$ cat config.mk
export PLATFORM = sky130hd
export DESIGN_NAME = access_burst_framer
export DESIGN_NICKNAME = d
export VERILOG_FILES = /design/src/design/access_burst_pkg.sv /design/src/design/access_burst_framer.sv
export SDC_FILE = /design/constraint.sdc
export NUM_CORES = 1
export LEC_CHECK = 0
export BUFFER_PORTS_ARGS = -buffer_cell sky130_fd_sc_hd__buf_2
export CAP_MARGIN = 20
export CORE_MARGIN = 2
export CORE_UTILIZATION = 62
export DETAILED_ROUTE_END_ITERATION = 16
export PLACE_DENSITY = 0.88
export RECOVER_POWER = 25
export SETUP_SLACK_MARGIN = 0.3
export SLEW_MARGIN = 0
export SYNTH_ARGS = -nofsm -noshare
export SYNTH_HDL_FRONTEND = slang
export SYNTH_SLANG_ARGS = --single-unit
$ cat constraint.sdc
create_clock -name i_mclk -period 3.8 [get_ports i_mclk]
set_input_delay 0 -clock i_mclk [delete_from_list [all_inputs] [get_ports i_mclk]]
set_output_delay 0 -clock i_mclk [all_outputs]
set_load 0.005 [all_outputs]
$ cat src/design/access_burst_pkg.sv
// Constants, types and timing for the uplink random-access burst framer.
// Assumes a 100 MHz system clock; the chip rate is derived from it by a divider.
package access_burst_pkg;

  ////////////////////////////////////////////////////////////////////////////////
  // Clock and chip rate
  localparam int CLK_KHZ        = 100000;  // System clock rate
  localparam int CHIP_KHZ       = 4096;    // Chip rate
  localparam int CHIP_ACC_W     = 17;      // Width of the fractional chip divider

  ////////////////////////////////////////////////////////////////////////////////
  // Times as printed, and chip counts derived from them
  localparam int ACCESS_SLOT_US = 1250;    // Spacing of access slots
  localparam int PREAMBLE_US    = 1000;    // Length of one preamble
  localparam int MESSAGE_US     = 10000;   // Length of the message, also one frame
  localparam int CTRL_SLOT_US   = 625;     // Control-part slot
  localparam int ACCESS_SLOT_CHIPS = ACCESS_SLOT_US * CHIP_KHZ / 1000;  // 5120
  localparam int PREAMBLE_CHIPS    = PREAMBLE_US * CHIP_KHZ / 1000;     // 4096
  localparam int MESSAGE_CHIPS     = MESSAGE_US * CHIP_KHZ / 1000;      // 40960
  localparam int CTRL_SLOT_CHIPS   = CTRL_SLOT_US * CHIP_KHZ / 1000;    // 2560
  localparam int NUM_ACCESS_SLOTS  = MESSAGE_US / ACCESS_SLOT_US;       // 8
  localparam int FAST_SLOT_CHIPS   = 16;   // Spacing of fast access slots

  ////////////////////////////////////////////////////////////////////////////////
  // Codes and fields
  localparam int           SIG_SYMBOLS   = 16;      // Symbols per signature
  localparam int           SYM_CHIPS     = 256;     // Preamble code length
  localparam logic [3:0]   FAST_SIG_IDX  = 4'h8;    // Signature used in fast mode
  localparam logic [7:0]   PRE_CODE_IDX  = 8'h5a;   // Preamble spreading code index
  localparam logic [7:0]   DATA_CODE_IDX = 8'h01;   // Data channelization index (< 32)
  localparam logic [7:0]   CTRL_CODE_IDX = 8'h00;   // Control channelization index
  localparam logic [3:0]   PILOT_BITS    = 4'h8;    // Pilot bits leading each slot
  localparam logic [7:0]   SF_MAX_MASK   = 8'hff;   // Chip mask for spreading factor 256

  ////////////////////////////////////////////////////////////////////////////////
  // Types
  typedef enum logic [1:0] {
    ST_IDLE, ST_WAIT_SLOT, ST_PREAMBLE, ST_MESSAGE
  } phase_e;

  typedef struct packed {
    logic        fast;       // Fast-signalling transmission
    logic [3:0]  sig_idx;    // Preamble signature for normal access
    logic [1:0]  sf_sel;     // Data spreading factor 256 >> sf_sel
    logic [11:0] fast_slot;  // Assigned fast access slot index
  } access_req_s;

  typedef struct packed {
    logic valid;             // One chip presented this cycle
    logic i;                 // In-phase chip, 0 = +1, 1 = -1
    logic q;                 // Quadrature chip, 0 = +1, 1 = -1
  } tx_chip_s;

endpackage

$ cat src/design/access_burst_framer.sv
// Uplink random-access burst framer: access-slot timing, preambles, message.
// Assumes a frame-boundary pulse from the broadcast receiver and synchronous inputs.
//
// Function
// - Normal mode starts only at access slots, 1.25 ms apart
// - Normal mode uses only slots announced on broadcast channel
// - Preambles of 1 ms, then 10 ms message
// - Signature of 16 symbols, each +-(1+j)
// - Spread each symbol with 256-chip real code
// - Sixteen signatures from length-16 orthogonal set
// - Data and control parts sent in parallel
// - Data spreading factor 256, 128, 64, 32 only
// - Control carries pilot and rate, factor 256
// - Rate information names data spreading factor
// - Data carries access request or user packet
// - Fast mode sends signature 8, same code
// - Fast mode starts at assigned 16-chip slot
// - Fast transmission is preamble only
// - Control follows 16 slots of 0.625 ms
`timescale 1ns/1ps

module access_burst_framer
  import access_burst_pkg::*;
#(
  parameter int P_ACCESS_SLOT_CHIPS = ACCESS_SLOT_CHIPS,  // Access slot length in chips
  parameter int P_MESSAGE_CHIPS     = MESSAGE_CHIPS       // Message and frame length in chips
) (
  input  wire logic        i_mclk,         // System clock, 100 MHz
  input  wire logic        i_rstn,         // Asynchronous reset, active low
  input  wire logic        i_frame_start,  // Broadcast frame boundary pulse
  input  wire logic [7:0]  i_slot_avail,   // Announced access slots, one bit each
  input  wire logic        i_start,        // Request a burst
  input  wire access_req_s i_req,          // Burst settings, taken with i_start
  input  wire logic        i_acq,          // Acquisition indication pulse
  input  wire logic        i_data_bit,     // Current message data bit
  output logic             o_data_req,     // Pulse: data bit was taken
  output tx_chip_s         o_tx,           // Chip output
  output logic             o_busy,         // Burst in progress
  output logic             o_done          // Pulse: burst finished
);

  ////////////////////////////////////////////////////////////////////////////////
  // State record
  typedef struct packed {
    phase_e            phase;      // Burst phase
    logic [CHIP_ACC_W-1:0] acc;    // Fractional chip divider
    logic [15:0]       frame_pos;  // Chip position in the broadcast frame
    logic [12:0]       slot_pos;   // Chip position in the access slot
    logic [2:0]        slot_idx;   // Current access slot index
    logic [15:0]       cnt;        // Chip counter inside preamble or message
    logic [11:0]       cpos;       // Chip position inside control slot
    access_req_s       req;        // Latched settings
    logic              acq;        // Acquisition seen during this preamble
    logic              dbit;       // Held data bit
    tx_chip_s          tx;         // Registered chip output
    logic              data_req;   // Data bit taken
    logic              done;       // Burst finished
  } state_s;

  state_s      s;                  // Current state
  state_s      next_s;             // Next state
  logic [1:0]  rst_sync;           // Reset release synchroniser
  logic        rstn;               // Synchronised reset

  ////////////////////////////////////////////////////////////////////////////////
  // Orthogonal code chip: parity of index and position
  function automatic logic code_chip(input logic [7:0] idx, input logic [7:0] pos);
    return ^(idx & pos);
  endfunction

  // Preamble chip: signature symbol times spreading code
  function automatic logic pre_chip(input logic [3:0] sig, input logic [11:0] c);
    return code_chip({4'h0, sig}, {4'h0, c[11:8]}) ^ code_chip(PRE_CODE_IDX, c[7:0]);
  endfunction

  ////////////////////////////////////////////////////////////////////////////////
  // Reset release through two flip-flops
  always_ff @(posedge i_mclk or negedge i_rstn) begin
    if (!i_rstn) begin
      rst_sync <= 2'b00;
    end else begin
      rst_sync <= {rst_sync[0], 1'b1};
    end
  end
  assign rstn = rst_sync[1];

  ////////////////////////////////////////////////////////////////////////////////
  // Next-state logic
  always_comb begin
    logic                  chip_en;  // One-cycle chip-rate enable
    logic [CHIP_ACC_W:0]   acc_sum;  // Divider sum
    logic                  go;       // Burst preamble starts this chip
    logic [15:0]           c;        // Chip index being sent
    logic [7:0]            sf_mask;  // Chip mask of the data spreading factor
    logic                  cbit;     // Control bit of this chip
    logic [3:0]            sig;      // Signature in use
    chip_en = 1'b0;
    acc_sum = '0;
    go      = 1'b0;
    c       = s.cnt;
    sf_mask = SF_MAX_MASK >> s.req.sf_sel;
    cbit    = 1'b0;
    sig     = s.req.fast ? FAST_SIG_IDX : s.req.sig_idx;
    next_s  = s;
    next_s.tx       = '0;
    next_s.data_req = 1'b0;
    next_s.done     = 1'b0;

    // Chip-rate enable from fractional divider
    acc_sum = {1'b0, s.acc} + (CHIP_ACC_W+1)'(CHIP_KHZ);
    if (acc_sum >= (CHIP_ACC_W+1)'(CLK_KHZ)) begin
      chip_en     = 1'b1;
      next_s.acc  = CHIP_ACC_W'(acc_sum - (CHIP_ACC_W+1)'(CLK_KHZ));
    end else begin
      next_s.acc  = CHIP_ACC_W'(acc_sum);
    end

    // Frame and access-slot position; boundary makes the next chip position 0
    if (i_frame_start) begin
      next_s.frame_pos = 16'(P_MESSAGE_CHIPS - 1);
      next_s.slot_pos  = 13'(P_ACCESS_SLOT_CHIPS - 1);
      next_s.slot_idx  = 3'(NUM_ACCESS_SLOTS - 1);
    end else if (chip_en) begin
      // Frame position wraps once per 10 ms
      if (s.frame_pos == 16'(P_MESSAGE_CHIPS - 1)) begin
        next_s.frame_pos = '0;
      end else begin
        next_s.frame_pos = s.frame_pos + 16'h1;
      end
      // Access slots step every 1.25 ms
      if (s.slot_pos == 13'(P_ACCESS_SLOT_CHIPS - 1)) begin
        next_s.slot_pos = '0;
        next_s.slot_idx = s.slot_idx + 3'h1;
      end else begin
        next_s.slot_pos = s.slot_pos + 13'h1;
      end
    end

    case (s.phase)
      // Take a request
      ST_IDLE: begin
        if (i_start) begin
          next_s.req   = i_req;
          next_s.phase = ST_WAIT_SLOT;
        end
      end
      // Wait for an allowed start chip
      ST_WAIT_SLOT: begin
        if (chip_en && !i_frame_start) begin
          if (s.req.fast) begin
            // Assigned fast access slot, 16 chips apart
            go = (next_s.frame_pos == 16'(int'(s.req.fast_slot) * FAST_SLOT_CHIPS));
          end else begin
            // Access slot start that the cell announced
            go = (next_s.slot_pos == '0) && i_slot_avail[next_s.slot_idx];
          end
        end
        if (go) begin
          next_s.phase = ST_PREAMBLE;
          next_s.acq   = i_acq;
          c            = '0;
        end
      end
      ST_PREAMBLE: begin
        // Acquisition latches; a pulse on the clear chip is kept
        next_s.acq = s.acq | i_acq;
      end
      default: begin
      end
    endcase

    // Preamble chips, I and Q equal for +-(1+j)
    if ((s.phase == ST_PREAMBLE && chip_en) || go) begin
      next_s.tx.valid = 1'b1;
      next_s.tx.i     = pre_chip(sig, c[11:0]);
      next_s.tx.q     = pre_chip(sig, c[11:0]);
      next_s.cnt      = c + 16'h1;
      if (c == 16'(PREAMBLE_CHIPS - 1)) begin
        next_s.cnt  = '0;
        next_s.cpos = '0;
        if (s.req.fast) begin
          next_s.phase = ST_IDLE;
          next_s.done  = 1'b1;
        end else if (next_s.acq) begin
          next_s.phase = ST_MESSAGE;
        end else begin
          next_s.phase = ST_WAIT_SLOT;
        end
      end
    end

    // Message chips: data on I, control on Q
    if (s.phase == ST_MESSAGE && chip_en) begin
      next_s.tx.valid = 1'b1;
      // Data bit taken at each data symbol boundary
      if ((s.cnt[7:0] & sf_mask) == 8'h00) begin
        next_s.dbit     = i_data_bit;
        next_s.data_req = 1'b1;
        next_s.tx.i     = i_data_bit ^ code_chip(DATA_CODE_IDX, 8'h00);
      end else begin
        next_s.tx.i = s.dbit ^ code_chip(DATA_CODE_IDX & sf_mask,
                                         s.cnt[7:0] & sf_mask);
      end
      // Control slot: pilot bits, then two rate bits
      if (s.cpos[11:8] < PILOT_BITS) begin
        cbit = 1'b1;
      end else if (s.cpos[11:8] == PILOT_BITS) begin
        cbit = s.req.sf_sel[1];
      end else begin
        cbit = s.req.sf_sel[0];
      end
      next_s.tx.q = cbit ^ code_chip(CTRL_CODE_IDX, s.cpos[7:0]);
      if (s.cpos == 12'(CTRL_SLOT_CHIPS - 1)) begin
        next_s.cpos = '0;
      end else begin
        next_s.cpos = s.cpos + 12'h1;
      end
      next_s.cnt = s.cnt + 16'h1;
      if (s.cnt == 16'(P_MESSAGE_CHIPS - 1)) begin
        next_s.phase = ST_IDLE;
        next_s.done  = 1'b1;
        next_s.cnt   = '0;
      end
    end
  end

  ////////////////////////////////////////////////////////////////////////////////
  // State register
  always_ff @(posedge i_mclk or negedge rstn) begin
    if (!rstn) begin
      s <= '0;
    end else begin
      s <= next_s;
    end
  end

  ////////////////////////////////////////////////////////////////////////////////
  // Outputs
  assign o_tx       = s.tx;
  assign o_data_req = s.data_req;
  assign o_done     = s.done;
  assign o_busy     = (s.phase != ST_IDLE);

endmodule

==> out/metrics.yaml, run 1 <==
sta:
  slew_violations: 70
  tightest_slew_ns: 2.898
  finClkSkew_ns: 0.01517
  rsz0062_at_grt: "true"
  period_share_pct: 117.3
  fmax_mhz: 224.4
  hold_viol: 0
  setup_viol: 34
  finalWorstSetupSlack_ns: -0.6569
  relSlewSlack_pct: -93.21
  tns_ns: -19.09
  final.min_clock_period_ns: 4.457
final_layout:
  antenna_cells: 0
  fin_nets: 936
  stdcell_count: 1029
  syn2layout_area_growth_pct: 32.55
  nFillCells: 525
  final_util_pct: 83.77
  design_area_um2: 8571
  layout-drive-gt1-share_pct: 32.36
floorplanning:
  initial_core_util_pct: 63.20
  core_um2: 10230
  die_h_um: 106.1
  rows: 37
  dieWidth_um: 106.1
  die_area_um2: 11260
  io_pins: 39
setup_path:
  worstSetupPathDepth: 20
  r2r.worst_path.cells: 20
  cpMostUsedCell: "buf_4"
  endpoint_kind: "flop"
  cp_max_fo: 5
  critPathArrivalTime_ns: 4.80
  path_buf_inv: 5
  startpoint_type: "flop"
  cp_slowest_cell: "or4_4"
  worst-setup-path-type: "reg2reg"
  path_cells: "or3b_4 -> or4_4 -> buf_4 -> buf_4 -> nor4_4 -> buf_4 -> nor3_4 -> mux2_4 -> a2bb2oi_2 -> o211a_1 -> o2111ai_4 -> and2_4 -> ha_4 -> buf_6 -> nand3_4 -> nor3_4 -> inv_1 -> nand2_1 -> o2bb2a_1 -> nor2_1"
  path_delay_family: "simple AND/OR/NAND/NOR gates"
  cp_slowest_stage_delay_ns: 0.56
  required_ns: 4.14
drt:
  routedWlPerCell_um: 21.32
  first_iter_violations: 912
  drc_errors: 0
  drt-total-wl_mm: 21.94
  ant_nets: 0
  drt-pass1-iter-count: 6
  num_vias: 7010
  via_per_inst: 6.812
flow_run:
  maxCapViolCount: 1
grt:
  grt_first_pass_wirelength_mm: 32.92
  use_met2_pct: 62.77
  met3_usage_pct: 8.032
  grt_pass1_vias: 6852
  grt_max_degree: 70
  use_met1_pct: 43.34
  antenna_found_initial: 0
  grt-busiest-layer: "met2"
  track_usage_pct: 36.79
  grt-ovfl-total: 0
synthesis:
  syn_area_um2: 6466
  synthFlopType: "dfrtp_1"
  ys_seq_elements: 102
  yosys_warnings: 0
  synth-async-reset-ratio_pct: 100.0
  yosysSeqAreaShare_pct: 39.47
  syn_avg_cell_area_um2: 8.882
  netlist_instances: 728
  synth_edf_count: 0
  ys_types: 80
  synth_nets: 776
  yosysTopAreaCell: "dfrtp_1"
  synth_area_leaders: "dfrtp_1, nand2_1, mux2_2"
  yosysTopAreaCellShare_pct: 39.47
placement:
  gp_congestion: 0.9314
  place_area_um2: 7562
  pre_cts_slack_ns: -0.5056
  dpl.cell_count: 964
  numPortBuffers: 38
  dp_hpwl_mm: 12.54
clock_tree:
  cts_max_path_buffers: 2
  cts_buffers: 9
  root_buffer: "clkbuf_8"
  cts.sinks: 102
  cts_htree_levels: 3
  clkSlewWorstSetupHoldPaths_ns: 0.12
  clk_latency_ns: 0.40
  cts_tree: "yes"
power_and_ir_drop:
  vdd_drop_max_mv: 0.3318
  p_leak_nw: 3.902
  power_density_nw_per_um2: 331.1
hold_path:
  hold_class: "in2reg"
  hold_depth: 4
outcome:
  status: "finished with violations"
  violations: "max-capacitance violations, max-slew violations, negative setup slack"
[through the flow]
step / total power [W] / hold slack, ns
finish: 0.002837 / 0.1053
global route: 0.002932 / 0.1012
CTS: 0.002720 / 0.05397
detailed placement: 0.001874 / -0.2133
global placement: 0.001838 / -0.2147
floorplan: 0.001701 / -0.2956
[flip-flops by register name, indices dropped and copies added, names as in the netlist]
register	flops
o_tx	3
o_data_req	1
rst_sync	2
s	95
o_done	1
[worst register-to-register path: cells and delay by family, from the launching register on]
family                   cells  cell delay (ns)
buffers and inverters        5             0.78
AO/OA/AOI/OAI                4             0.74
flip-flops                   1             0.40
adder cells (fa/ha/maj)      1             0.13
AND/OR/NAND/NOR              9             2.06
multiplexers                 1             0.31
[kinds of logic (layout without fill, tap and decap cells)]
group | count (synthesis) | after routing | share of synthesized area [%]
compound gates | 192 | 192 | 19.91
other cells | 1 | 1 | 0.05799
buf+inv | 69 | 234 | 4.547
xor+xnor | 35 | 35 | 4.741
simple gates | 285 | 285 | 23.39
flops | 102 | 102 | 39.47
mux | 29 | 29 | 4.973
fa+ha+maj | 15 | 15 | 2.902
[placed cells by master (no fill, tap or decap), types with 5 or more instances in the layout]
cell and n:
nor3_1 14, mux2_2 21, o21ai_2 7, nor2_4 6, nor4_4 5, clkbuf_8 9
a21oi_2 5, buf_4 121, o211ai_1 5, nand4_1 12, nor2_1 49, nand2b_1 7
xor2_1 9, a211o_1 5, mux2i_1 6, nand3_1 29, nor2_2 5, dfrtp_1 101
and3_1 24, buf_2 36, and4_1 5, ha_1 12, and2_1 6, a21oi_1 37
buf_6 6, o31ai_1 8, o21ai_1 13, nor2b_1 8, a31oi_1 16, inv_1 27
dlygate4sd3_1 24, o31a_1 6, o21ai_0 33, xnor2_1 23, nand2_1 65
[timing repair]
item,CTS,global route
cloned,1,0
buffers inserted,16,8
pin swaps,33,14
hold buffers,24,0
hold endpoints to repair,26,0
setup endpoints to repair,35,35
gates resized for setup,49,29
[report_power, final]
part,switching [W],internal (W)
logic,0.000350,0.000337
registers,0.000156,0.00120
clock network,0.000467,0.000329
total,0.000972,0.00187
[cells in the mapped netlist, drive strengths merged, types with 6 or more instances]
master / n
dfrtp: 102
nand2: 67
nor2: 60
o21ai: 53
a21oi: 45
nand3: 33
and3: 27
clkbuf: 27
inv: 27
xnor2: 25
mux2: 22
a31oi: 17
nor3: 17
buf: 15
ha: 15
nand4: 12
nor4: 11
and2: 10
xor2: 10
o31ai: 9
nand2b: 8
nor2b: 8
mux2i: 7
o31a: 6
[layout make-up]
class | count | area, um2 | area share (%)
flip-flops and latches | 102 | 2554 | 29.80
clock buffers | 9 | 123.9 | 1.445
repair buffers | 191 | 1449 | 16.91
multi-input cells | 557 | 4070 | 47.49
inverters | 27 | 101.3 | 1.182
well taps | 136 | 170.2 | 1.985
clock inverters | 7 | 102.6 | 1.197
[metal layers]
metal	up-vias	part of all wire (%)	wire length (um)
met1	3326	35	7667
met4	0	6.6	1448
met5	-	0	0
met2	545	48	10640
li1	2986	-	-
met3	153	10	2183
[path summary, 6_finish.rpt]
path | start | end | slack, ns
setup / recovery | s[68]$_DFF_PN0_ | s[103]$_DFF_PN0_ | -0.66
hold / removal | i_start | s[103]$_DFF_PN0_ | 0.11
setup reg to reg | s[68]$_DFF_PN0_ | s[103]$_DFF_PN0_ | -0.66
hold reg to reg | rst_sync[0]$_DFF_PN0_ | rst_sync[1]$_DFF_PN0_ | 0.37
max in group asynchronous | rst_sync[1]$_DFF_PN0_ | s[98]$_DFF_PN0_ | 0.76
min in group asynchronous | i_rstn | rst_sync[1]$_DFF_PN0_ | 0.43
(Power assumes the default switching activity.)
==> inputs of run 2 (changes only) <==
--- a/config.mk
+++ b/config.mk
@@ -12,6 +12,7 @@
 export DETAILED_ROUTE_END_ITERATION = 16
 export PLACE_DENSITY = 0.88
 export RECOVER_POWER = 25
+export REMOVE_ABC_BUFFERS = 1
 export SETUP_SLACK_MARGIN = 0.3
 export SLEW_MARGIN = 0
 export SYNTH_ARGS = -nofsm -noshare
==> run 2 against run 1 <==
Effect of this change:
- the flow still finishes with violations (max-capacitance violations, max-slew violations, negative setup slack)
- core utilization grew 1.8 points
- die area is the same
- largest cell class unchanged
- critical endpoint is now s[40]$_DFFE_PN0P_
- critical path depth grew 2
==> out/metrics.yaml, run 2 (synthesis results as in run 1) <==
clock_tree:
  clk_latency_ns: 0.41  # about the same
  cts_htree_levels: 3  # unchanged
  cts.sinks: 102  # unchanged
  clkSlewWorstSetupHoldPaths_ns: 0.11  # about the same
  cts_tree: "yes"
  cts_max_path_buffers: 2  # unchanged
  cts_buffers: 9  # unchanged
  root_buffer: "clkbuf_8"
setup_path:
  required_ns: 4.12  # -0.02 ns
  endpoint_kind: "flop"
  r2r.worst_path.cells: 22  # +10%
  r2r_slack_ns: -0.93  # -0.27 ns
  startpoint_type: "flop"
  worst-setup-path-type: "reg2reg"
  r2r_end: "s[40]$_DFFE_PN0P_"
  r2r_start: "s[99]$_DFF_PN0_"
  cp_max_fo: 6  # +1
  critPathArrivalTime_ns: 5.05  # +0.25 ns
sta:
  slew_violations: 71  # +1.4%
  hold_viol: 0  # unchanged
  finClkSkew_ns: 0.01589  # +0.0007188 ns
  period_share_pct: 124.5  # +7.2 points
  tns_ns: -26.02  # -6.928 ns
  holdWs_ns: 0.1027  # -0.002580 ns
  tightest_slew_ns: 1.827  # -1.071 ns
  finalWorstSetupSlack_ns: -0.9309  # -0.2740 ns
  final.min_clock_period_ns: 4.731  # +0.2740 ns
  fmax_mhz: 211.4  # -5.8%
  rsz0062_at_grt: "true"
  relSlewSlack_pct: -21.79  # +71 points
  setup_viol: 35  # +2.9%
grt:
  antenna_found_initial: 0  # unchanged
  grt_max_degree: 83  # +19%
  grt_first_pass_wirelength_mm: 35.74  # +8.6%
  grt_pass1_vias: 7300  # +6.5%
  track_usage_pct: 39.98  # +3.2 points
  grt-ovfl-total: 0  # unchanged
floorplanning:
  dieWidth_um: 106.1  # unchanged
  initial_core_util_pct: 63.20  # unchanged
  die_area_um2: 11260  # unchanged
  rows: 37  # unchanged
  die_h_um: 106.1  # unchanged
  core_um2: 10230  # unchanged
  io_pins: 39  # unchanged
final_layout:
  fin_nets: 949  # +1.4%
  syn2layout_area_growth_pct: 35.45
  antenna_cells: 0  # unchanged
  design_area_um2: 8758  # +2.2%
  layout_common_cells: "buf_4, dfrtp_1, nand2_1"
  nFillCells: 460  # -12%
  layout-drive-gt1-share_pct: 36.09  # +3.7 points
  regMostFlops: "s"
  largest_reg_flops: 95  # unchanged
  stdcell_count: 1042  # +1.3%
  final_common_cell: "buf_4"
power_and_ir_drop:
  power_density_nw_per_um2: 317.1  # -4.2%
  p_leak_nw: 3.949  # +1.2%
  internal-power_w: 0.001795  # -3.8%
  swShare_pct: 35.39  # +1.1 points
  clkPwrFrac_pct: 24.4  # -3.6 points
  power.total_w: 0.002778  # -2.1%
  p_seq_share_pct: 48.7  # +1.0 points
  p_switching_w: 0.0009829  # +1.1%
  p_comb_share_pct: 26.9  # +2.7 points
  vdd_drop_max_mv: 0.2473  # -25%
placement:
  dp_hpwl_mm: 12.71  # +1.3%
  dpl.cell_count: 983  # +2.0%
  gp_congestion: 0.9430  # +1.2%
  numPortBuffers: 38  # unchanged
  place_area_um2: 7574  # +0.15%
drt:
  drt-total-wl_mm: 27.07  # +23%
  via_per_inst: 7.403  # +8.7%
  drt-pass1-iter-count: 11  # +5
  ant_nets: 0  # unchanged
  first_iter_violations: 1282  # +41%
  routedWlPerCell_um: 25.98  # +22%
  num_vias: 7714  # +10%
  drc_errors: 0  # unchanged
hold_path:
  hold_class: "in2reg"
  min_to: "s[74]$_DFF_PN0_"
  hp-start: "i_frame_start"
  hold_depth: 3  # -1
outcome:
  violations: "max-capacitance violations, max-slew violations, negative setup slack"
  status: "finished with violations"
flow_run:
  maxCapViolCount: 1  # unchanged
-- run 2: cell count changes in the layout (fill, tap and decap cells not counted), sizes merged --
cell	previous run	this run
buf	164	180
inv	30	28
bufinv	1	0
clkinv	3	4
dlygate4sd3	24	23
-- run 2: how the worst max path moves through the flow --
stage,startpoint,slack [ns],to
floorplan,s[98]$_DFF_PN0_,-1.42,s[29]$_DFFE_PN0P_
global placement,s[98]$_DFF_PN0_,-0.58,s[29]$_DFFE_PN0P_
detailed placement,s[98]$_DFF_PN0_,-0.82,s[29]$_DFFE_PN0P_
CTS,s[99]$_DFF_PN0_,-0.37,s[46]$_DFFE_PN0P_
global route,s[99]$_DFF_PN0_,-0.91,s[104]$_DFF_PN0_
finish,s[99]$_DFF_PN0_,-0.93,s[40]$_DFFE_PN0P_
-- run 2: through the flow --
| stage | utilization [%] | worst slack (ns) |
|---|---|---|
| after detailed placement | 74.02 | -0.8186 |
| after global routing | 85.61 | -0.9067 |
| final | 85.61 | -0.9309 |
| after CTS | 82.17 | -0.3700 |
| after floorplan | - | -1.418 |
| after global placement | 74.02 | -0.5818 |
-- run 2: timing repair --
item / 4_1_cts / 5_1_grt
hold buffers: 23 / 0
pin swaps: 42 / 31
cloned: 1 / 0
resized for setup: 80 / 62
setup endpoints to repair: 35 / 35
hold endpoints to repair: 24 / 0
setup buffers: 10 / 8
-- run 2: cell type report --
type                            count  area (um2)  share of cell area [%]
Timing Repair Buffer              204        1562                   17.83
Multi-Input combinational cell    557        4203                   47.99
Inverter                           27       103.9                   1.186
Sequential cell                   102        2552                   29.14
Clock inverter                      5       36.28                  0.4143
Clock buffer                       11       131.4                   1.500
Tap cell                          136       170.2                   1.943
-- run 2: critical path: stages (launching register included) --
cell and delay [ns]:
dfrtp_1 0.44, ha_4 0.27, nand4bb_4 0.21, o31a_1 0.33
o211ai_1 0.11, buf_4 0.18, buf_6 0.11, buf_6 0.13
nand4_1 0.15, a21oi_2 0.33, xor2_2 0.30, nand3_2 0.16
nor4_4 0.33, buf_4 0.18, o2111ai_4 0.16, and2_4 0.21
ha_4 0.17, nand3_4 0.08, buf_4 0.13, nor2_4 0.05
o31ai_2 0.30, a21oi_2 0.10, o21ai_1 0.21
-- run 2: power groups by stage --
stage,clock [W],sequential [W],combinational (W)
6_report,0.000678,0.00135,0.000747
5_1_grt,0.000702,0.00136,0.000769
3_5_place_dp,0,0.00135,0.000507
4_1_cts,0.000637,0.00133,0.000596
2_1_floorplan,0,0.00131,0.000370
3_3_place_gp,0,0.00134,0.000479
-- run 2: metal layers --
layer	part of all wire (%)	vias up	track usage (%)
met2	44	836	65.75
met5	0	-	0
li1	-	2993	-
met1	32	3549	48.06
met4	11	0	26.69
met3	13	336	6.990
